<file path="config.mk">
export PLATFORM = sky130hd
export DESIGN_NAME = mac_unit
export DESIGN_NICKNAME = d
export VERILOG_FILES = /design/src/verilog/mac_pkg.sv /design/src/verilog/mac_dec_if.sv /design/src/verilog/mac_decode.sv /design/src/verilog/mac_acc_file.sv /design/src/verilog/mac_unit.sv
export SDC_FILE = /design/constraint.sdc
export NUM_CORES = 2
export LEC_CHECK = 0
export BUFFER_PORTS_ARGS = -buffer_cell sky130_fd_sc_hd__buf_2
export CORE_MARGIN = 5
export CORE_UTILIZATION = 60
export DETAILED_ROUTE_END_ITERATION = 12
export PLACE_DENSITY = 0.82
export SLEW_MARGIN = 40
export SYNTH_ARGS = -nofsm -noshare
export SYNTH_HDL_FRONTEND = slang
export SYNTH_SLANG_ARGS = --single-unit
</file>
<file path="constraint.sdc">
create_clock -name mclk -period 7.9 [get_ports mclk]
set_input_delay 0.79 -clock mclk [delete_from_list [all_inputs] [get_ports mclk]]
set_output_delay 0.79 -clock mclk [all_outputs]
set_load 0.005 [all_outputs]
</file>
<file path="src/verilog/mac_pkg.sv">
// constants, types and helpers of the multiply-accumulate unit
// Overview of operation
// - major 011100, function 000000 is signed add; 15:13 zero; 12:11 pick acc
// - signed 32x32 product, full 64 bits, added to the chosen accumulator
// - unsigned 32x32 product, 64 bits, added to the chosen accumulator
// - integer forms raise no exception; the accumulator wraps modulo 2^64
// - integer forms write only the chosen accumulator, never a GPR
// - two-bit select picks one of four accumulators; 0 is the base pair
// - upper half: major 011111, function 110000, sub 10100 or 10000 (sat)
// - lower half: same major and function, sub 10110 or 10010 (sat)
// - upper form multiplies bits 31:16 as Q15, shifted left one bit
// - lower form multiplies bits 15:0 as Q15, shifted left one bit
// - both halves 0x8000 give 0x7FFFFFFF and count as saturation
// - plain form adds the sign-extended Q31 value, keeping 64 bits
// - saturating form clamps a non-Q31 sum to Q31 max or min, extended
// - overflow or saturation sets sticky flag bit 16 plus accumulator index
// - fractional forms raise no exception that depends on operands
// - fractional forms raise only reserved or extension-disabled exceptions
package mac_pkg;
	// ========================================
	// instruction encoding
	localparam logic [5:0] OPC_GROUP_B = 6'h1C;
	localparam logic [5:0] OPC_GROUP_C = 6'h1F;
	localparam logic [5:0] FN_SIGNED_ADD = 6'h00;
	localparam logic [5:0] FN_UNSIGNED_ADD = 6'h01;
	localparam logic [5:0] FN_DOT_GROUP = 6'h30;
	localparam logic [4:0] SUB_UPPER = 5'h14;
	localparam logic [4:0] SUB_UPPER_SAT = 5'h10;
	localparam logic [4:0] SUB_LOWER = 5'h16;
	localparam logic [4:0] SUB_LOWER_SAT = 5'h12;
	// ========================================
	// fixed point limits
	localparam logic [15:0] Q15_NEG_ONE = 16'h8000;
	localparam logic [31:0] Q31_MAX = 32'h7FFFFFFF;
	localparam logic [31:0] Q31_MIN = 32'h80000000;
	localparam int NUM_ACC = 4;
	localparam int FLAG_LSB = 16;
	// ========================================
	// register map and reset values
	localparam int ADDR_W = 8;
	localparam logic [7:0] OFS_CTRL = 8'h00;
	localparam logic [7:0] OFS_CFG = 8'h04;
	localparam logic [7:0] OFS_IRQ_STAT = 8'h08;
	localparam logic [7:0] OFS_IRQ_MASK = 8'h0C;
	localparam logic [7:0] OFS_ACC_BASE = 8'h10;
	localparam logic [7:0] OFS_ACC_LAST = 8'h2C;
	localparam int CFG_ENABLE_BIT = 0;
	localparam logic CFG_ENABLE_RESET = 1'b1;
	localparam int IRQ_RSVD_BIT = 4;
	localparam int IRQ_DIS_BIT = 5;
	localparam int IRQ_W = 6;
	localparam logic [5:0] IRQ_MASK_RESET = 6'h00;
	localparam logic [3:0] FLAGS_RESET = 4'h0;
	// ========================================
	// operation kinds
	typedef enum logic [1:0] {
		MAC_OP_NONE,
		MAC_OP_SMADD,
		MAC_OP_UMADD,
		MAC_OP_FRAC
	} mac_op_type;
	// true when a 64-bit value fits a signed 32-bit Q31 value
	function automatic logic mac_fits_q31(input logic [63:0] v);
		mac_fits_q31 = (v[63:31] == {33{1'b0}}) || (v[63:31] == {33{1'b1}});
	endfunction
	// sign-extend a Q31 word to the accumulator width
	function automatic logic [63:0] mac_sext(input logic [31:0] v);
		mac_sext = {{32{v[31]}}, v};
	endfunction
endpackage

</file>
<file path="src/verilog/mac_dec_if.sv">
// decoded instruction fields passed between core and decoder
`timescale 1ns/10ps
interface mac_dec_if;
	logic [31:0] instr;
	mac_pkg::mac_op_type op;
	logic [1:0] acc_sel;
	logic upper;
	logic sat;
	logic reserved;
	modport dec (input instr, output op, acc_sel, upper, sat, reserved);
	modport core (output instr, input op, acc_sel, upper, sat, reserved);
endinterface

</file>
<file path="src/verilog/mac_decode.sv">
// instruction decoder of the multiply-accumulate unit
`timescale 1ns/10ps
module mac_decode (
	// decoded fields
	mac_dec_if.dec d
);
	wire [5:0] opc = d.instr[31:26];
	wire [5:0] fn = d.instr[5:0];
	wire [4:0] sub = d.instr[10:6];
	wire zero_hi = (d.instr[15:13] == 3'h0);
	wire zero_sub = (sub == 5'h00);
	// integer group match
	wire is_b = (opc == mac_pkg::OPC_GROUP_B) &&
		((fn == mac_pkg::FN_SIGNED_ADD) ||
		(fn == mac_pkg::FN_UNSIGNED_ADD));
	// fractional group match
	wire sub_up = (sub == mac_pkg::SUB_UPPER) ||
		(sub == mac_pkg::SUB_UPPER_SAT);
	wire sub_lo = (sub == mac_pkg::SUB_LOWER) ||
		(sub == mac_pkg::SUB_LOWER_SAT);
	wire is_c = (opc == mac_pkg::OPC_GROUP_C) &&
		(fn == mac_pkg::FN_DOT_GROUP) && (sub_up || sub_lo);
	// fields that must be zero make a reserved instruction
	assign d.reserved = (is_b && !(zero_hi && zero_sub)) ||
		(is_c && !zero_hi);
	assign d.op = d.reserved ? mac_pkg::MAC_OP_NONE :
		is_b ? ((fn == mac_pkg::FN_SIGNED_ADD) ? mac_pkg::MAC_OP_SMADD :
		mac_pkg::MAC_OP_UMADD) :
		is_c ? mac_pkg::MAC_OP_FRAC : mac_pkg::MAC_OP_NONE;
	assign d.acc_sel = d.instr[12:11];
	assign d.upper = sub_up;
	assign d.sat = (sub == mac_pkg::SUB_UPPER_SAT) ||
		(sub == mac_pkg::SUB_LOWER_SAT);
endmodule

</file>
<file path="src/verilog/mac_acc_file.sv">
// four 64-bit accumulators with high and low 32-bit word write enables
`timescale 1ns/10ps
module mac_acc_file #(
	parameter int NUM = 4
) (
	// clock and reset
	input wire logic mclk,
	input wire logic rst_n,
	// write port
	input wire logic [1:0] wr_idx,
	input wire logic we_hi,
	input wire logic we_lo,
	input wire logic [63:0] wr_data,
	// read ports
	input wire logic [1:0] rd_idx_a,
	output logic [63:0] rd_data_a,
	input wire logic [1:0] rd_idx_b,
	output logic [63:0] rd_data_b
);
	initial begin
		if (NUM != 4)
			$error("accumulator file serves exactly four entries");
	end
	logic [63:0] mem_q [NUM];
	// storage; index 0 doubles as the base high/low pair
	always_ff @(posedge mclk or negedge rst_n) begin
		if (!rst_n) begin
			for (int i = 0; i < NUM; i++)
				mem_q[i] <= 64'h0;
		end else begin
			if (we_hi)
				mem_q[wr_idx][63:32] <= wr_data[63:32];
			if (we_lo)
				mem_q[wr_idx][31:0] <= wr_data[31:0];
		end
	end
	assign rd_data_a = mem_q[rd_idx_a];
	assign rd_data_b = mem_q[rd_idx_b];
endmodule

</file>
<file path="src/verilog/mac_unit.sv">
// multiply-accumulate unit top with register port and interrupt
`timescale 1ns/10ps
module mac_unit (
	// clock and reset
	input wire logic mclk,
	input wire logic rst_n,
	// instruction issue from the pipeline
	input wire logic issue_valid,
	input wire logic [31:0] issue_instr,
	input wire logic [31:0] source_operand_a,
	input wire logic [31:0] source_operand_b,
	// completion and exceptions
	output logic op_done,
	output logic exc_reserved,
	output logic exc_disabled,
	output logic gpr_write_en,
	// register port
	input wire logic [7:0] reg_addr,
	input wire logic [31:0] reg_wdata,
	input wire logic reg_wr,
	input wire logic reg_rd,
	output logic [31:0] reg_rdata,
	// interrupt
	output logic irq
);
	// ========================================
	// decode
	mac_dec_if dec_if ();
	assign dec_if.instr = issue_instr;
	mac_decode u_dec (
		.d(dec_if.dec)
	);
	wire mac_pkg::mac_op_type op = dec_if.op;
	wire [1:0] acc_sel = dec_if.acc_sel;

	// ========================================
	// state registers
	logic [3:0] flags_q;
	logic [3:0] flags_d;
	logic cfg_en_q;
	logic cfg_en_d;
	logic [5:0] stat_q;
	logic [5:0] stat_d;
	logic [5:0] mask_q;
	logic [5:0] mask_d;
	logic [31:0] rdata_q;
	logic [31:0] rdata_d;
	logic done_q;
	logic rsvd_q;
	logic dis_q;

	// ========================================
	// accumulator storage
	logic [63:0] acc_cur;
	logic [63:0] acc_bus;
	logic [63:0] acc_wdata;
	logic [1:0] acc_widx;
	logic acc_we_hi;
	logic acc_we_lo;
	wire [7:0] acc_rel = reg_addr - mac_pkg::OFS_ACC_BASE;
	wire [1:0] bus_idx = acc_rel[4:3];
	wire bus_hi = reg_addr[2];
	mac_acc_file #(
		.NUM(mac_pkg::NUM_ACC)
	) u_acc (
		.mclk(mclk),
		.rst_n(rst_n),
		.wr_idx(acc_widx),
		.we_hi(acc_we_hi),
		.we_lo(acc_we_lo),
		.wr_data(acc_wdata),
		.rd_idx_a(acc_sel),
		.rd_data_a(acc_cur),
		.rd_idx_b(bus_idx),
		.rd_data_b(acc_bus)
	);

	// ========================================
	// integer multiply, one multiplier serves both signednesses
	wire is_signed = (op == mac_pkg::MAC_OP_SMADD);
	wire ext_a = is_signed & source_operand_a[31];
	wire ext_b = is_signed & source_operand_b[31];
	wire signed [65:0] wide_prod = $signed({ext_a, source_operand_a}) *
		$signed({ext_b, source_operand_b});
	wire [63:0] int_prod = wide_prod[63:0];
	wire [63:0] int_sum = acc_cur + int_prod; // wraps

	// ========================================
	// fractional halfword multiply
	wire upper = dec_if.upper;
	wire sat = dec_if.sat;
	wire [15:0] half_a = upper ? source_operand_a[31:16] :
		source_operand_a[15:0];
	wire [15:0] half_b = upper ? source_operand_b[31:16] :
		source_operand_b[15:0];
	wire signed [31:0] half_prod = $signed(half_a) * $signed(half_b);
	wire both_neg = (half_a == mac_pkg::Q15_NEG_ONE) &&
		(half_b == mac_pkg::Q15_NEG_ONE);
	wire [31:0] q31_val = both_neg ? mac_pkg::Q31_MAX :
		{half_prod[30:0], 1'b0};
	wire [63:0] q31_ext = mac_pkg::mac_sext(q31_val);
	wire [63:0] frac_sum = acc_cur + q31_ext;
	// signed 64-bit overflow of the plain accumulation
	wire ovf64 = (acc_cur[63] == q31_ext[63]) && (frac_sum[63] != acc_cur[63]);
	wire true_neg = ovf64 ? acc_cur[63] : frac_sum[63];
	wire fits = mac_pkg::mac_fits_q31(frac_sum) && !ovf64;
	wire [63:0] clamp_val = true_neg ? mac_pkg::mac_sext(mac_pkg::Q31_MIN) :
		mac_pkg::mac_sext(mac_pkg::Q31_MAX);
	wire [63:0] frac_res = (sat && !fits) ? clamp_val : frac_sum;
	wire frac_event = both_neg || (sat ? !fits : ovf64);

	// ========================================
	// issue control: what runs, what traps
	wire int_go = issue_valid && ((op == mac_pkg::MAC_OP_SMADD) ||
		(op == mac_pkg::MAC_OP_UMADD));
	wire frac_ok = issue_valid && (op == mac_pkg::MAC_OP_FRAC);
	wire frac_go = frac_ok && cfg_en_q; // no operand-dependent trap
	wire dis_evt = frac_ok && !cfg_en_q;
	wire rsvd_evt = issue_valid && dec_if.reserved;
	wire inst_we = int_go || frac_go;
	wire [3:0] flag_set = (frac_go && frac_event) ?
		(4'h1 << acc_sel) : 4'h0;

	// ========================================
	// register port decode
	wire hit_ctrl = (reg_addr == mac_pkg::OFS_CTRL);
	wire hit_cfg = (reg_addr == mac_pkg::OFS_CFG);
	wire hit_stat = (reg_addr == mac_pkg::OFS_IRQ_STAT);
	wire hit_mask = (reg_addr == mac_pkg::OFS_IRQ_MASK);
	wire hit_acc = (reg_addr >= mac_pkg::OFS_ACC_BASE) &&
		(reg_addr <= mac_pkg::OFS_ACC_LAST) && (reg_addr[1:0] == 2'h0);
	wire ctrl_wr = reg_wr && hit_ctrl;
	wire bus_acc_wr = reg_wr && hit_acc && !inst_we;

	// ========================================
	// accumulator write selection; an instruction beats a bus write
	assign acc_widx = inst_we ? acc_sel : bus_idx;
	assign acc_wdata = inst_we ?
		((op == mac_pkg::MAC_OP_FRAC) ? frac_res : int_sum) :
		{reg_wdata, reg_wdata};
	assign acc_we_hi = inst_we || (bus_acc_wr && bus_hi);
	assign acc_we_lo = inst_we || (bus_acc_wr && !bus_hi);

	// ========================================
	// next values; hardware set wins over software clear
	assign flags_d = (ctrl_wr ? reg_wdata[19:16] : flags_q) |
		flag_set;
	assign cfg_en_d = (reg_wr && hit_cfg) ?
		reg_wdata[mac_pkg::CFG_ENABLE_BIT] : cfg_en_q;
	wire [5:0] stat_set = {dis_evt, rsvd_evt, flag_set};
	wire [5:0] stat_clr = (reg_wr && hit_stat) ? reg_wdata[5:0] : 6'h00;
	assign stat_d = (stat_q & ~stat_clr) | stat_set;
	assign mask_d = (reg_wr && hit_mask) ? reg_wdata[5:0] : mask_q;
	wire [31:0] acc_word = bus_hi ? acc_bus[63:32] : acc_bus[31:0];
	assign rdata_d = !reg_rd ? 32'h00000000 :
		hit_ctrl ? {12'h000, flags_q, 16'h0000} :
		hit_cfg ? {31'h00000000, cfg_en_q} :
		hit_stat ? {26'h0000000, stat_q} :
		hit_mask ? {26'h0000000, mask_q} :
		hit_acc ? acc_word : 32'h00000000;

	// control and status registers
	always_ff @(posedge mclk or negedge rst_n) begin
		if (!rst_n) begin
			flags_q <= mac_pkg::FLAGS_RESET;
			cfg_en_q <= mac_pkg::CFG_ENABLE_RESET;
			stat_q <= 6'h00;
			mask_q <= mac_pkg::IRQ_MASK_RESET;
			rdata_q <= 32'h00000000;
		end else begin
			flags_q <= flags_d;
			cfg_en_q <= cfg_en_d;
			stat_q <= stat_d;
			mask_q <= mask_d;
			rdata_q <= rdata_d;
		end
	end

	// completion and exception pulses, one cycle after issue
	always_ff @(posedge mclk or negedge rst_n) begin
		if (!rst_n) begin
			done_q <= 1'b0;
			rsvd_q <= 1'b0;
			dis_q <= 1'b0;
		end else begin
			done_q <= inst_we;
			rsvd_q <= rsvd_evt;
			dis_q <= dis_evt;
		end
	end

	// outputs; no operation here ever writes a GPR
	assign op_done = done_q;
	assign exc_reserved = rsvd_q;
	assign exc_disabled = dis_q;
	assign gpr_write_en = 1'b0;
	assign reg_rdata = rdata_q;
	assign irq = |(stat_q & mask_q);

	logic signed [63:0] chk_sprod;
	logic [63:0] chk_uprod;
	logic signed [31:0] chk_hprod;
	assign chk_sprod = $signed(source_operand_a) * $signed(source_operand_b);
	assign chk_uprod = {32'h00000000, source_operand_a} *
		{32'h00000000, source_operand_b};
	assign chk_hprod = $signed(source_operand_a[15:0]) *
		$signed(source_operand_b[15:0]);
endmodule

</file>
== Word level (Yosys, flattened, before mapping) ==
Cells that the tools add are included.

* Memories: 0
* Input bits: 141
* Memory bits (writable): 0
* Bits in latches: 0
* Output and inout bits: 37
* Logic and storage cells: 144
* Flip-flop bits (word level): 308
* ROM bits: 0

* $mul: 2
* Shifts and indexed selects: 1
* Equal/unequal tests: 19
* Reductions and logical operators: 53
* Bitwise operators: 10
* Add/sub/neg operators: 3
* Div/mod/pow operators: 0
* Magnitude comparators: 6
* Multiplexer cells: 38

{| class="wikitable"
|+ Operators by type and width
! operator !! number
|-
| $mux 64 || 9
|-
| $bwmux 256 || 2
|-
| $mux 256 || 2
|-
| $mux 32 || 9
|-
| $bmux 64 s2 || 2
|-
| $demux 64 s2 || 2
|-
| $add 64x64->64 || 2
|-
| $mul 33x33->64 || 1
|-
| $eq 33x33->1 const B || 1
|-
| $logic_not 33->1 || 1
|-
| $eq 16x16->1 const B || 2
|-
| $mux 16 || 2
|-
| $mul 16x16->31 || 1
|-
| $logic_and 1x1->1 || 27
|-
| $eq 5x5->1 const B || 4
|-
| $eq 8x4->1 const B || 2
|-
| $and 6x6->6 || 2
|-
| $eq 6x5->1 const B || 2
|-
| $logic_or 1x1->1 || 12
|-
| $mux 2 || 5
|-
| $ge 3x3->1 const B || 3
|-
| $not 2->3 || 3
|-
| $eq 8x3->1 const B || 1
|-
| $ge 8x5->1 const B || 1
|-
| other kinds (24) || 34
|}

== Depth between registers and ports, before layout ==
* Word-level depth: 21
* Gate-level depth with buffers: 61
* Gate-level depth less buffers: 54

== Hierarchy ==
A second synthesis with hierarchy kept.

* Cell total of the unflattened synthesis: 7434
* Area, all modules: 71531.1 um^2

{| class="wikitable"
|+ By module, submodules not included
! module !! instances !! cells each !! area an instance (um^2) !! seq. area each (um^2)
|-
| mac_unit || 1 || 6707 || 58708.8 || 1302.5
|-
| mac_acc_file || 1 || 702 || 12652.1 || 6406.1
|-
| mac_decode || 1 || 25 || 170.2 || 0.0
|}

== Worst setup path after synthesis ==
Ideal clock, no wire load.

* Path kind: input to register
* From: input issue_instr[6]
* To: register u_acc.mem_q[161] in the netlist's numbering
* Setup time: 138 ps
* Path buffers: 10
* Stages on the path: 52
* Setup slack: -5590 ps
* Required time: 7762 ps
* Data arrival time: 13352 ps
* Path through: nor4b_4 > buf_4 > buf_1 > buf_1 > mux2i_1 > nor2_1 > fa_1 > inv_1 > fa_1 > inv_1 > fa_1 > inv_1 > fa_1 > inv_1 > fa_1 > fa_1 > ha_1 > a21o_1 > [16 not listed] > o21ai_0 > mux2_2 > a311oi_2 > o21ai_0 > inv_1 > a31oi_1 > o21ai_0 > fa_1 > and4b_1 > nand4_1 > or4_1 > or2_1 > o31ai_4 > o21a_2 > buf_6 > o21ai_2 > a311oi_2 > o31ai_1

* Longest elaborated chain between the ends: 21
* Elaborated cells on any way between the ends: 71
* Classes of those cells: add/sub (2); mul (2); order compare (2); eq/ne (12); mux (19); bitwise (3); reduce/logical (31)

{| class="wikitable"
|+ Ends and longest elaborated chain
! item !! RTL line !! source
|-
| start, declared || mac_unit.sv:9 || <nowiki>input wire logic [31:0] issue_instr,</nowiki>
|-
| branches (longest 20 deep; another with $mul 33x33->64) || n/a ||
|-
| $mux 256 (*) || mac_acc_file.sv:33 || <nowiki>if (we_lo)</nowiki>
|-
| end signal, assigned by index || mac_acc_file.sv:32 || <nowiki>mem_q[wr_idx][63:32] <= wr_data[63:32];</nowiki>
|-
| end signal, assigned by index || mac_acc_file.sv:34 || <nowiki>mem_q[wr_idx][31:0] <= wr_data[31:0];</nowiki>
|-
| end, declared || mac_acc_file.sv:24 || <nowiki>logic [63:0] mem_q [NUM];</nowiki>
|}

Mark *: on every way between the ends.
A chain may end at the register's enable or synchronous reset.

== Final worst setup path ==
* From: input issue_instr[9]
* To: register u_acc.mem_q[81] in the netlist's numbering

* Longest elaborated chain between the ends: 19
* Elaborated cells on any way between the ends: 67
* Classes of those cells: add/sub (1); mul (1); order compare (2); eq/ne (12); mux (19); bitwise (1); reduce/logical (31)

{| class="wikitable"
|+ Ends and longest elaborated chain
! item !! RTL line
|-
| branches (longest 18 deep; another with $add 64x64->64) || n/a
|-
| $mux 256 (*) || mac_acc_file.sv:33
|}

Marks and branches as above.

==> summary.txt <==
Floorplanning
  • Horizontal die dimension: 356.0 um
  • Number of I/O pins: around 180
  • Height of the die: 356.0 um
  • Num rows: ~130
  • Initial cell density of the core: 60.18%
  • Die area: between 100000 and 150000 sq um
  • CORE AREA: 119300 sq um

Clock network
  • Latest clock arrival within the worst-skew pair: 0.61 ns
  • Number of hold-repair buffers added at the cts stage: 0
  • CTS Buffer Depth: 3
  • Clock sinks: 308
  • CTS HTree Levels: 1
  • CTS Root Buffer Type: sky130_fd_sc_hd__clkbuf_16
  • Clock slew seen by the registers of the worst setup and hold paths: around 0.07 ns
  • Clock tree from TritonCTS: done
  • Number of buffers inserted during clock tree synthesis: 27

Final layout
  • Combined area of the multi-input logic cells: between 50000 and 60000 sq um
  • Net count, final: approximately 11000
  • Layout-stage area growth over the synthesis result: 19.41%
  • Number of filler instances in the final layout: approximately 8500
  • Share of post-route cells with drive strength above 1: between 20% and 30%
  • Sequential standard cell area: 7709 sq um

Routing
  • Routed vias: between 60000 and 70000
  • Via/cell ratio: just over 6
  • Post-DR wirelength/cell: between 20 and 30 um
  • Final ANT Viol Nets: 0
  • Number of DRC violations after detailed routing: 0
  • Starting DRC count in detailed routing: approximately 7700
  • Sum of routed wire length over all layers: approximately 270000 um
  • DRT Pass-1 Iters: 8

Timing
  • Worst setup skew after layout: about 0.027 ns
  • Share of the clock period used by the worst path after layout: 154.2%
  • Hold WS: ~0.099 ns
  • Final setup slack of the worst path: -4.284 ns
  • Top achievable clock speed: 0.08208 GHz
  • Final setup violation count: roughly 260
  • Setup TNS Final: -1090.22 ns
  • Worst slew margin relative to its limit: about a third
  • Endpoints failing hold: 0
  • Slew of the pin with the lowest slew margin: about 0.98 ns
  • Final-report max-slew violation count: 0
  • Clock period minus worst slack: about 12 ns
  • Unrepaired setup endpoints after global routing: true

Synthesis
  • Flip-flop cell with the highest count after synthesis: sky130_fd_sc_hd__dfrtp_1
  • Cell types with the highest counts after synthesis: 1481 x sky130_fd_sc_hd__fa_1, 1472 x sky130_fd_sc_hd__inv_1, 1430 x sky130_fd_sc_hd__nand2_1
  • Sequential element share of the synthesized area: a little over a tenth
  • Async S/R FF share, synth: 100.0%
  • Post-synthesis register bit count: approximately 300
  • Portion of synthesized cell area occupied by the leading cell type: roughly 41%
  • Number of enable flip-flop cells after synthesis: 0
  • Summed instance area of the synthesized netlist: between 70000 and 80000 sq um
  • Library cells used by synthesis: between 90 and 100
  • Cell taking the most area after synthesis: sky130_fd_sc_hd__fa_1
  • Post-Synthesis Mean Instance Area: ~9.0 sq um
  • Number of nets in the synthesized netlist: roughly 9900
  • Leading cell types by total area after synthesis: sky130_fd_sc_hd__fa_1 41%, sky130_fd_sc_hd__dfrtp_1 11%, sky130_fd_sc_hd__inv_1 7.7%
  • Synth Instances: around 7900
  • Leading cell type by number of instances after synthesis: sky130_fd_sc_hd__fa_1
  • Yosys warning total: 0

Run status
  • Outcome: finished, violations left
  • Violations in the final reports: setup timing

GRT
  • Wire length of the first global-routing pass: 407300 um
  • Vias in the first global route: about 70000
  • Initial antenna violation count: 21
  • Overall overflow remaining after global route: 0
  • Total global routing track utilization: between 40% and 50%
  • Pin count of the biggest net entering global routing: approximately 140

Placed design
  • HPWL after DPL: around 210000 um
  • # port buffers: around 170
  • Routability congestion estimate from global placement: between 1 and 1.5

Setup path
  • Critical path class: in -> reg
  • Data required, critical path: ~8.4 ns
  • Crit start category: input port
  • Critical Path Fanout Max: 7
  • Slowest cell on crit path: sky130_fd_sc_hd__fa_2
  • R2R Setup Slk: -1.08 ns
  • Slowest Stage Delay on Critical Path: approximately 0.65 ns
  • Data arrival time at the worst-slack endpoint: between 10 and 15 ns
  • Endpoint type of the worst setup path: flop
  • Most common cell type on the critical path: sky130_fd_sc_hd__buf_4

Flow run
  • Max-cap violations: 0

Min path
  • Kind of path behind the tightest hold check: in -> async
## cell usage in the layout (no fill, tap or decap), types with 140 or more instances in the layout
cell / netlist / routed
sky130_fd_sc_hd__fa_1: 1481 / 1474
sky130_fd_sc_hd__and2_1: 314 / 300
sky130_fd_sc_hd__ha_1: 348 / 323
sky130_fd_sc_hd__nor2_1: 352 / 330
sky130_fd_sc_hd__inv_1: 1472 / 1454
sky130_fd_sc_hd__dfrtp_1: 307 / 307
sky130_fd_sc_hd__buf_2: 12 / 159
sky130_fd_sc_hd__o21ai_0: 227 / 140
sky130_fd_sc_hd__buf_4: 7 / 1144
sky130_fd_sc_hd__a21oi_1: 191 / 170
sky130_fd_sc_hd__nand2_1: 1430 / 1410
## state kept, by name (all words and copies together), names as in the netlist
name / count
op_done: 1
flags_q: 4
u_acc.mem_q: 256
cfg_en_q: 1
exc_disabled: 1
stat_q: 6
exc_reserved: 1
mask_q: 6
reg_rdata: 32
## kinds of logic after synthesis
| logic type | Yosys count | share of synthesized area [%] |
|---|---|---|
| AO/OA/AOI/OAI | 955 | 8.574 |
| XOR/XNOR | 169 | 2.080 |
| adder cells (fa/ha/maj) | 1833 | 47.40 |
| buffers and inverters | 1948 | 10.28 |
| flip-flops | 308 | 10.73 |
| multiplexers | 222 | 5.370 |
| other | 1 | 0.005222 |
| AND/OR/NAND/NOR | 2506 | 15.55 |
## worst paths after layout
check / from / endpoint / cells past startpoint
worst max-delay path: issue_instr[9] / u_acc.mem_q[81] / 58
worst min register to register: flags_q[1] / flags_q[1] / 2
max in group asynchronous: rst_n / u_acc.mem_q[89] / 2
min in group mclk: reg_wdata[2] / mask_q[2] / 2
worst min-delay path: rst_n / reg_rdata[12] / 1
worst max register to register: u_acc.mem_q[22] / u_acc.mem_q[63] / 29
## routing by layer
layer / up-vias / track usage [%] / wire [um]
li1: 26560 / - / -
met1: 32150 / 50.97 / 88390
met2: 4980 / 64.87 / 117700
met3: 1430 / 14.67 / 35670
met4: 22 / 28.53 / 23720
met5: - / 0 / 388
## critical path, delay by kind of cell
family | cells | cell delay, ns
AOI/OAI and AO/OA | 13 | 2.55
adders and majority gates | 8 | 3.69
buffers and inverters | 24 | 2.72
muxes | 1 | 0.18
and+or+nand+nor | 12 | 2.66
## area by class of cell
type,instances,area share [%]
diodes,24,0.07003
clock buffers,28,0.8039
clock inverters,22,0.3735
inverters,1473,6.461
multi-input cells,5688,68.45
flip-flops and latches,308,8.989
well taps,1612,2.352
repair buffers,1391,12.50
## timing repair
item                       CTS  global route
setup endpoints to repair  264           264
gates resized for setup    210           192
pin swaps                  104            97
cloned                       1             2
setup buffers               55            25
## stage by stage
stage               setup slack (ns)  utilization [%]  cells  cell area (sq um)
floorplan                     -4.465                -   7942              72280
global placement              -5.502            68.85  10390              82160
detailed placement            -5.668            68.89  10390              82210
CTS                           -4.083            70.85  10500              84550
global route                  -4.629            71.81  10520              85700
finish                        -4.284            71.86  10550              85760
Power is left out: the tool's default activity adds up to more than one toggle a clock period on the data nets, which glitch-free logic cannot reach.
